`config.mk`:
```
export PLATFORM = sky130hd
export DESIGN_NAME = mdu_device_flat
export DESIGN_NICKNAME = d
export VERILOG_FILES = /design/src/mdu_pkg.sv /design/src/mdu_bus_if.sv /design/src/mdu_device.sv /design/src/flat_wrapper.sv
export SDC_FILE = /design/constraint.sdc
export NUM_CORES = 1
export LEC_CHECK = 0
export ABC_AREA = 1
export BUFFER_PORTS_ARGS = -buffer_cell sky130_fd_sc_hd__buf_2
export CAP_MARGIN = 0
export CORE_UTILIZATION = 63
export DETAILED_ROUTE_END_ITERATION = 10
export PLACE_DENSITY = 0.86
export REMOVE_ABC_BUFFERS = 1
export SLEW_MARGIN = 0
export SYNTH_ARGS = -nofsm -noshare
export SYNTH_HDL_FRONTEND = slang
export SYNTH_SLANG_ARGS = --single-unit
```
`constraint.sdc`:
```
create_clock -name clk -period 2.8 [get_ports clk]
set_input_delay 0.14 -clock clk [delete_from_list [all_inputs] [get_ports clk]]
set_output_delay 0.14 -clock clk [all_outputs]
set_load 0.01 [all_outputs]
```
`src/mdu_pkg.sv`:
```
package mdu_pkg;

  // ---------------------------------------------------------------
  // Register map
  // ---------------------------------------------------------------
  localparam logic [15:0] MDU_ADDR_A_LL   = 16'hFF62;
  localparam logic [15:0] MDU_ADDR_A_LH   = 16'hFF63;
  localparam logic [15:0] MDU_ADDR_A_HL   = 16'hFF64;
  localparam logic [15:0] MDU_ADDR_A_HH   = 16'hFF65;
  localparam logic [15:0] MDU_ADDR_B_L    = 16'hFF66;
  localparam logic [15:0] MDU_ADDR_B_H    = 16'hFF67;
  localparam logic [15:0] MDU_ADDR_CTRL   = 16'hFF68;
  localparam logic [15:0] MDU_ADDR_REM_L  = 16'hFF60;
  localparam logic [15:0] MDU_ADDR_REM_H  = 16'hFF61;

  // ---------------------------------------------------------------
  // Control register fields and reset values
  // ---------------------------------------------------------------
  localparam int          MDU_RUN_BIT     = 7;
  localparam int          MDU_MODE_BIT    = 0;
  localparam logic [7:0]  MDU_CTRL_RST    = 8'h00;
  localparam logic [7:0]  MDU_CTRL_MASK   = 8'h81;
  localparam logic [15:0] MDU_HALF_RST    = 16'h0000;
  localparam logic [7:0]  MDU_CTRL_MUL    = 8'h81;
  localparam logic [7:0]  MDU_CTRL_DIV    = 8'h80;

  // ---------------------------------------------------------------
  // Timing
  // ---------------------------------------------------------------
  localparam logic [5:0]  MDU_MUL_CYCLES  = 6'd16;
  localparam logic [5:0]  MDU_DIV_CYCLES  = 6'd32;

  typedef enum logic [1:0] {
    MDU_HOST_IDLE,
    MDU_HOST_LOAD,
    MDU_HOST_WAIT,
    MDU_HOST_READ
  } mdu_host_state_e;

endpackage : mdu_pkg

```
`src/mdu_bus_if.sv`:
```
`timescale 1ns/1ps
`default_nettype none
interface mdu_bus_if;
  logic [15:0] addr;
  logic [7:0]  wdata;
  logic        wr_en;
  logic        bit_wr;
  logic [2:0]  bit_sel;
  logic        bit_val;
  logic [7:0]  rdata;
  logic        completion_irq;

  modport device (
    input  addr, wdata, wr_en, bit_wr, bit_sel, bit_val,
    output rdata, completion_irq
  );
  modport host (
    output addr, wdata, wr_en, bit_wr, bit_sel, bit_val,
    input  rdata, completion_irq
  );
endinterface : mdu_bus_if
`default_nettype wire

```
`src/mdu_device.sv`:
```
`timescale 1ns/1ps
`default_nettype none
module mdu_device (
  input  wire logic clk,
  input  wire logic rst_n,
  mdu_bus_if.device bus
);
  import mdu_pkg::*;

  logic [31:0] acc_r;
  logic [15:0] opb_r;
  logic [15:0] rem_r;
  logic [7:0]  ctrl_r;
  logic [5:0]  cnt_r;
  logic        busy_r;
  logic        irq_r;
  logic [7:0]  ctrl_wr;
  logic        ctrl_wr_hit;
  logic        start;
  logic        last;
  logic [16:0] div_try;
  logic [16:0] div_shift;
  logic [15:0] mul_sum_hi;
  logic        mul_carry;

  // ---------------------------------------------------------------
  // Control register write decode
  // ---------------------------------------------------------------
  always_comb begin
    ctrl_wr     = ctrl_r;
    ctrl_wr_hit = 1'b0;
    if (bus.addr == MDU_ADDR_CTRL && bus.wr_en) begin
      ctrl_wr     = bus.wdata & MDU_CTRL_MASK;
      ctrl_wr_hit = 1'b1;
    end else if (bus.addr == MDU_ADDR_CTRL && bus.bit_wr) begin
      // A single-bit write edits one bit of the present value.
      ctrl_wr               = ctrl_r;
      ctrl_wr[bus.bit_sel]  = bus.bit_val;
      ctrl_wr               = ctrl_wr & MDU_CTRL_MASK;
      ctrl_wr_hit           = 1'b1;
    end
  end

  // A start is a write that raises the run bit while it is low; rewriting
  // a run bit that is already set leaves the running operation alone.
  assign start = ctrl_wr_hit && ctrl_wr[MDU_RUN_BIT] && !ctrl_r[MDU_RUN_BIT];
  // The counter stands at one in the cycle before the final iteration edge.
  assign last  = busy_r && (cnt_r == 6'd1);

  // ---------------------------------------------------------------
  // Control register and sequencer
  // ---------------------------------------------------------------
  always_ff @(posedge clk or negedge rst_n) begin
    if (!rst_n) begin
      ctrl_r <= MDU_CTRL_RST;
    end else if (last) begin
      // Completion beats a concurrent clear: the result stands either way.
      ctrl_r <= ctrl_wr & ~MDU_CTRL_RUN_CLR();
    end else if (ctrl_wr_hit) begin
      ctrl_r <= ctrl_wr;
    end
  end

  // Mask that drops the run bit on the completion edge.
  function automatic logic [7:0] MDU_CTRL_RUN_CLR();
    logic [7:0] m;
    m              = 8'h00;
    m[MDU_RUN_BIT] = 1'b1;
    return m;
  endfunction : MDU_CTRL_RUN_CLR

  always_ff @(posedge clk or negedge rst_n) begin
    if (!rst_n) begin
      busy_r <= 1'b0;
      cnt_r  <= 6'd0;
    end else if (start) begin
      busy_r <= 1'b1;
      cnt_r  <= ctrl_wr[MDU_MODE_BIT] ? MDU_MUL_CYCLES : MDU_DIV_CYCLES;
    end else if (last) begin
      busy_r <= 1'b0;
      cnt_r  <= 6'd0;
    end else if (busy_r && ctrl_wr_hit && !ctrl_wr[MDU_RUN_BIT]) begin
      // A software clear before the final edge abandons the operation.
      busy_r <= 1'b0;
      cnt_r  <= 6'd0;
    end else if (busy_r) begin
      cnt_r  <= cnt_r - 6'd1;
    end
  end

  // ---------------------------------------------------------------
  // Completion interrupt, raised on the same edge as the run bit falls
  // ---------------------------------------------------------------
  always_ff @(posedge clk or negedge rst_n) begin
    if (!rst_n) begin
      irq_r <= 1'b0;
    end else begin
      // Raised on the same edge that stores the result and clears the run bit.
      irq_r <= last;
    end
  end
  assign bus.completion_irq = irq_r;

  // ---------------------------------------------------------------
  // Datapath: one iteration per clock
  // ---------------------------------------------------------------
  assign {mul_carry, mul_sum_hi} = acc_r[0] ? {1'b0, acc_r[31:16]} + {1'b0, opb_r}
                                            : {1'b0, acc_r[31:16]};
  assign div_shift = {rem_r, acc_r[31]};
  assign div_try   = div_shift - {1'b0, opb_r};

  always_ff @(posedge clk or negedge rst_n) begin
    if (!rst_n) begin
      acc_r <= {MDU_HALF_RST, MDU_HALF_RST};
      rem_r <= MDU_HALF_RST;
    end else if (start) begin
      rem_r <= MDU_HALF_RST;
      if (ctrl_wr[MDU_MODE_BIT]) begin
        acc_r[31:16] <= MDU_HALF_RST;
      end
    end else if (busy_r && !(ctrl_wr_hit && !ctrl_wr[MDU_RUN_BIT] && !last)) begin
      if (ctrl_r[MDU_MODE_BIT]) begin
        // Product builds in the upper half while the multiplier shifts out.
        acc_r <= {mul_carry, mul_sum_hi, acc_r[15:1]};
      end else if (!div_try[16]) begin
        // Keep the trial difference only when the subtraction did not borrow.
        rem_r <= div_try[15:0];
        acc_r <= {acc_r[30:0], 1'b1};
      end else begin
        rem_r <= div_shift[15:0];
        acc_r <= {acc_r[30:0], 1'b0};
      end
    end else if (!busy_r && bus.wr_en) begin
      // Operand A is locked while running so the iteration is not disturbed.
      if (bus.addr == MDU_ADDR_A_LL) begin
        acc_r[7:0] <= bus.wdata;
      end else if (bus.addr == MDU_ADDR_A_LH) begin
        acc_r[15:8] <= bus.wdata;
      end else if (bus.addr == MDU_ADDR_A_HL) begin
        acc_r[23:16] <= bus.wdata;
      end else if (bus.addr == MDU_ADDR_A_HH) begin
        acc_r[31:24] <= bus.wdata;
      end
    end
  end

  // Operand B stays writable at all times; changing it mid-run is a software fault.
  always_ff @(posedge clk or negedge rst_n) begin
    if (!rst_n) begin
      opb_r <= MDU_HALF_RST;
    end else if (bus.wr_en && bus.addr == MDU_ADDR_B_L) begin
      opb_r[7:0] <= bus.wdata;
    end else if (bus.wr_en && bus.addr == MDU_ADDR_B_H) begin
      opb_r[15:8] <= bus.wdata;
    end
  end

  // ---------------------------------------------------------------
  // Read mux
  // ---------------------------------------------------------------
  // Reads during a run show intermediate values, which software must ignore.
  always_comb begin
    if (bus.addr == MDU_ADDR_A_LL) begin
      bus.rdata = acc_r[7:0];
    end else if (bus.addr == MDU_ADDR_A_LH) begin
      bus.rdata = acc_r[15:8];
    end else if (bus.addr == MDU_ADDR_A_HL) begin
      bus.rdata = acc_r[23:16];
    end else if (bus.addr == MDU_ADDR_A_HH) begin
      bus.rdata = acc_r[31:24];
    end else if (bus.addr == MDU_ADDR_B_L) begin
      bus.rdata = opb_r[7:0];
    end else if (bus.addr == MDU_ADDR_B_H) begin
      bus.rdata = opb_r[15:8];
    end else if (bus.addr == MDU_ADDR_REM_L) begin
      bus.rdata = rem_r[7:0];
    end else if (bus.addr == MDU_ADDR_REM_H) begin
      bus.rdata = rem_r[15:8];
    end else if (bus.addr == MDU_ADDR_CTRL) begin
      bus.rdata = ctrl_r;
    end else begin
      bus.rdata = 8'h00;
    end
  end

endmodule : mdu_device
`default_nettype wire

```
`src/flat_wrapper.sv`:
```
// flat-port wrapper written by rule: the top's interface ports become plain ports
module mdu_device_flat import mdu_pkg::*;
  (clk, rst_n, bus_addr, bus_wdata, bus_wr_en, bus_bit_wr, bus_bit_sel, bus_bit_val, bus_rdata, bus_completion_irq);
  mdu_bus_if bus_i ();
  input  wire logic clk;
  input  wire logic rst_n;
  input wire logic [$bits(bus_i.addr)-1:0] bus_addr;
  input wire logic [$bits(bus_i.wdata)-1:0] bus_wdata;
  input wire logic [$bits(bus_i.wr_en)-1:0] bus_wr_en;
  input wire logic [$bits(bus_i.bit_wr)-1:0] bus_bit_wr;
  input wire logic [$bits(bus_i.bit_sel)-1:0] bus_bit_sel;
  input wire logic [$bits(bus_i.bit_val)-1:0] bus_bit_val;
  output wire logic [$bits(bus_i.rdata)-1:0] bus_rdata;
  output wire logic [$bits(bus_i.completion_irq)-1:0] bus_completion_irq;
  assign bus_i.addr = bus_addr;
  assign bus_i.wdata = bus_wdata;
  assign bus_i.wr_en = bus_wr_en;
  assign bus_i.bit_wr = bus_bit_wr;
  assign bus_i.bit_sel = bus_bit_sel;
  assign bus_i.bit_val = bus_bit_val;
  assign bus_rdata = bus_i.rdata;
  assign bus_completion_irq = bus_i.completion_irq;
  mdu_device u_core (.clk(clk), .rst_n(rst_n), .bus(bus_i));
endmodule
```
# == Word-level counts from Yosys, hierarchy flattened ==
# Cells that the tools add are included.
# op_classes
n_reduce_logical,35
n_shift,0
eq_ne,16
magnitude_cmp,2
n_addsub,3
div_mod_pow,0
n_mux,44
bitwise,2
mul,0
# ops
operator,count
$eq A16 B16 Y1 const B,9
$mux W8,18
$mux W16,7
$mux W32,3
$mux W6,5
$mux W24,1
$add A16 B16 Y17,1
$mux W17,1
$sub A17 B16 Y17,1
$logic_and A1 B1 Y1,14
$reduce_bool A3 Y1,4
$reduce_bool A2 Y1,5
$ne A3 B1 Y1 const B,3
$bwmux W8,1
$mux W1,7
$eq A6 B1 Y1 const B,1
$reduce_and A6 Y1,1
$sub A6 B1 Y6 const B,1
$logic_not A1 Y1,5
$reduce_and A5 Y1,1
$lt A3 B4 Y1 const B,1
$ne A2 B1 Y1 const B,2
$reduce_and A2 Y1,2
$reduce_and A4 Y1,1
6 further kinds,7
# word_totals
mem_bits_ro,0
mem_bits_rw,0
word_cells,113
latchBits,0
output_inout_bits,9
mem_count,0
reg_bits,80
input_bits,32

# == Longest topological paths before layout ==
# logic_depth
depth_word,14
depth_mapped,18
mapped_depth_nobuf,18

# == Worst setup path after synthesis ==
# No wires, ideal clock.
# synth_path
kind,register to register
from,register u_core.acc_r[31]
to,register u_core.rem_r[10]
path_slack_ns,0.410
setup_ns,0.130
t_arrival_ns,2.260
stages_incl_launch_ff,15
cell_sequence,dfrtp_1 > inv_1 > ha_1 > fa_1 > o21ai_1 > nand2_1 > nand2_1 > nand3_1 > nand3_1 > nand2_1 > inv_1 > clkbuf_1 > o21ai_0 > o21ai_0 > o22ai_1
# synth_via
elab_chain_cells,5
# synth_rtl
item,line,text
from (decl),mdu_device.sv:10,logic [31:0] acc_r;
from (signal assigned),mdu_device.sv:114,"acc_r <= {MDU_HALF_RST, MDU_HALF_RST};"
from (signal assigned),mdu_device.sv:124,"acc_r <= {mul_carry, mul_sum_hi, acc_r[15:1]};"
from (signal assigned),mdu_device.sv:128,"acc_r <= {acc_r[30:0], 1'b1};"
$sub A17 B16 Y17,mdu_device.sv:110,"assign div_try = div_shift - {1'b0, opb_r};"
$mux W16,mdu_device.sv:125,end else if (!div_try[16]) begin
$mux W16,mdu_device.sv:122,if (ctrl_r[MDU_MODE_BIT]) begin
$mux W16,mdu_device.sv:121,end else if (busy_r && !(ctrl_wr_hit && !ctrl_wr[MDU_RUN_BIT] && !last)) begin
$mux W16,mdu_device.sv:116,end else if (start) begin
to (signal assigned),mdu_device.sv:127,rem_r <= div_try[15:0];
to (signal assigned),mdu_device.sv:130,rem_r <= div_shift[15:0];
to (decl),mdu_device.sv:12,logic [15:0] rem_r;
# Every way passes these cells. The select of a mux whose other input is x is not followed.
# A chain may end at the register's enable or synchronous reset.

# == Worst setup path after layout ==
# layout_path
from,register u_core.acc_r[16]
to,register u_core.acc_r[21]
# layout_via
elab_chain_cells,5
# layout_rtl
item,line,text
$add A16 B16 Y17,mdu_device.sv:107,"assign {mul_carry, mul_sum_hi} = acc_r[0] ? {1'b0, acc_r[31:16]} + {1'b0, opb_r}"
$mux W17,mdu_device.sv:107,
$mux W32,mdu_device.sv:122,
$mux W32,mdu_device.sv:121,
$mux W16,mdu_device.sv:116,
# Every way passes these cells.

==> impl_metrics.tcl <==
set metrics [dict create \
    max_freq_mhz 376.6 \
    swShare_pct 24.23 \
    p_leak_nw 3.702 \
    clock_sinks 74 \
    path_buf_inv 2 \
    final_common_cell "nand2_1" \
    finalSetupTns_ns 0 \
    intPower_mw 1.826 \
    status "complete, no violations" \
    tightest_slew_ns 0.9800 \
    grt_first_pass_wirelength_um 32640 \
    critPathRequiredTime_ns 3.07 \
    fin_util_pct 70.84 \
    dr.pass1.iters 6 \
    synth_seq_cells 74 \
    cts_tree "done" \
    synthCells 1049 \
    reg2reg_from "u_core.acc_r[16]$_DFFE_PN0P_" \
    cp.depth 12 \
    critPathSlowestCell "fa_1" \
    final_cell_mix "nand2_1, inv_1, o21ai_0, dfrtp_1" \
    drc_errors 0 \
    crit_chain "ha_1 -> inv_1 -> fa_1 -> inv_1 -> nand2_1 -> nand3_1 -> xnor2_1 -> o21ai_0 -> o21ai_0 -> nand2_1 -> nand3_1 -> o21ai_1" \
    ys_types 46 \
    synthArstFlopShare_pct 100.0 \
    wl_per_cell_um 16.64 \
    syn_to_final_growth_pct 9.150 \
    rsz0062_at_grt "no" \
    reg2reg_slack_ns 0.15 \
    num_rows 37 \
    startpoint_type "flip-flop" \
    routed_wl_um 20460 \
    place_congestion 1.021 \
    nets 1156 \
    grt_max_degree 75 \
    place_hpwl_um 15540 \
    worstSkewPairLatency_ns 0.36 \
    reg2reg_to "u_core.acc_r[21]$_DFFE_PN0P_" \
    cp.arrival_ns 2.93 \
    worst-path-max-fanout 5 \
    worst-setup-path-type "flip-flop to flip-flop" \
    ant_nets 0 \
    power_density_nw_per_um2 329.5 \
    clkPwrFrac_pct 46.3 \
    hold_viol_final 0 \
    syn_avg_cell_area_um2 6.387 \
    clock-skew-final_ns 0.009080 \
    synthTopCellsByArea "dfrtp_1, nand2_1, o21ai_0" \
    cts_buffers 9 \
    synthFlopType "dfrtp_1" \
    antenna_cells 0 \
    synth_warnings 0 \
    r2r_cells 12 \
    place_area_um2 7019 \
    timing.critical_path.max_delay_family "adder cells" \
    power_frac_comb_pct 8.1 \
    die_h_um 105.1 \
    endpoint_kind "flip-flop" \
    ioPinCount 41 \
    drive_gt1_share_pct 10.25 \
    holdCritPathClass "input pin to flip-flop" \
    clockBufferDepth 2 \
    slowest_delay_ns 0.47 \
    core_area_um2 10320 \
    yosysTopAreaCellShare_pct 27.64 \
    vias 7334 \
    globalRouteOverflowTotal 0 \
    start_util_pct 64.90 \
    maxCapViolCount 0 \
    drt_iter0_markers 946 \
    switchingPower_mw 0.5839 \
    timing.slew.headroom_pct 34.67 \
    die_width_um 105.1 \
    crit_start "u_core.acc_r[16]$_DFFE_PN0P_" \
    port_buffers 40 \
    critPathCapture "u_core.acc_r[21]$_DFFE_PN0P_" \
    synth_area_um2 6700 \
    peakVddDrop_mv 0.2673 \
    synth_area_leader_cell "dfrtp_1" \
    seqPwrFrac_pct 45.6 \
    drv_slew 0 \
    yosysSeqAreaShare_pct 27.64 \
    final.period_utilization_pct 94.82 \
    vias_per_cell 5.967 \
    grt_pass1_vias 6684 \
    setup_viol 0 \
    grt_antenna_before_repair 1 \
    design_area_um2 7313 \
    root_buffer "clkbuf_8" \
    synth_edf_count 0 \
    grtUsageTotal_pct 37.69 \
    period_minus_slack_ns 2.655 \
    die_area_um2 11050 \
    htreeDepth 3 \
    path_clk_slew_ns 0.08 \
]
layout make-up:
cell class | count | area (µm²)
multi-input combinational | 799 | 4141
fill | 886 | 3010
sequential | 74 | 1852
inverter | 148 | 559.3
timing repair buffer | 55 | 317.8
tap | 136 | 170.2
clock inverter | 7 | 141.4
clock buffer | 9 | 123.9
timing repair inverter | 1 | 7.507
metal layers:
layer  vias up  track usage (%)  share of wire, %
li1       3499                -                 -
met1      3281            49.54                41
met2       462            58.89                43
met3        90            9.357                11
met4         2            16.40               4.7
met5         -                0             0.059
Yosys cell counts, types with 7 or more instances:
| cell type | number |
|---|---|
| clkbuf_1 | 17 |
| o22ai_1 | 17 |
| nor2_1 | 64 |
| nand4_1 | 8 |
| nand2_2 | 9 |
| nand2_1 | 338 |
| o21ai_0 | 106 |
| o21ai_1 | 23 |
| inv_1 | 140 |
| nand3_1 | 64 |
| dfrtp_1 | 74 |
| o221ai_1 | 9 |
| a21oi_1 | 39 |
| ha_1 | 34 |
| o21a_1 | 13 |
| xor2_1 | 12 |
| inv_2 | 7 |
kinds of logic (layout without fill, tap and decap cells):
logic type,count (synthesis),in the layout,share of synthesized area (%)
compound gates,229,229,19.48
fa+ha+maj,36,36,6.947
simple gates,517,517,33.05
xor+xnor,17,17,2.222
buf+inv,176,220,10.66
flops,74,74,27.64
state kept, by name (all words and copies together) (netlist names):
signal	flops
u_core.acc_r	32
u_core.busy_r	1
u_core.rem_r	16
u_core.opb_r	16
u_core.ctrl_r	2
u_core.bus.completion_irq	1
u_core.cnt_r	6
power by group through the flow:
stage | sequential (mW) | clock (mW) | combinational (mW)
floorplan | 1.11 | 0 | 0.104
global placement | 1.12 | 0 | 0.186
detailed placement | 1.12 | 0 | 0.188
CTS | 1.10 | 1.11 | 0.191
global route | 1.10 | 1.16 | 0.218
finish | 1.10 | 1.12 | 0.194
per-stage QoR:
stage | hold slack [ns] | instances | setup slack (ns) | power, mW
after floorplan | -0.1556 | 1021 | 0.1810 | 1.216
after global placement | 0.3463 | 1211 | 0.1774 | 1.305
after detailed placement | 0.3424 | 1211 | 0.03921 | 1.307
after CTS | 0.1293 | 1228 | 0.007327 | 2.399
after global routing | 0.1630 | 1229 | 0.04651 | 2.475
final | 0.1351 | 1229 | 0.1450 | 2.410
worst min path at each step:
stage,startpoint,endpoint,slack (ns),depth (start not counted)
after floorplan,rst_n,u_core.acc_r[0]$_DFFE_PN0P_,-0.16,0
after global placement,rst_n,u_core.rem_r[12]$_DFFE_PN0P_,0.35,1
after detailed placement,rst_n,u_core.rem_r[12]$_DFFE_PN0P_,0.34,1
after CTS,bus_wdata[0],u_core.opb_r[0]$_DFFE_PN0P_,0.13,3
after global routing,bus_wdata[4],u_core.opb_r[4]$_DFFE_PN0P_,0.16,3
final,bus_wdata[0],u_core.opb_r[0]$_DFFE_PN0P_,0.14,3
tightest hold or removal path, stage by stage:
cell,delay [ns]
buf_2,0.09
inv_1,0.07
o21ai_0,0.15
what timing repair did:
item | in CTS | in global routing
gates resized for setup | 0 | 4
hold endpoints to repair | 74 | 0
hold buffers | 1 | 0
buffers inserted | 0 | 0
endpoints found under the setup margin | 0 | 11
Power figures use the tool's default switching activity.
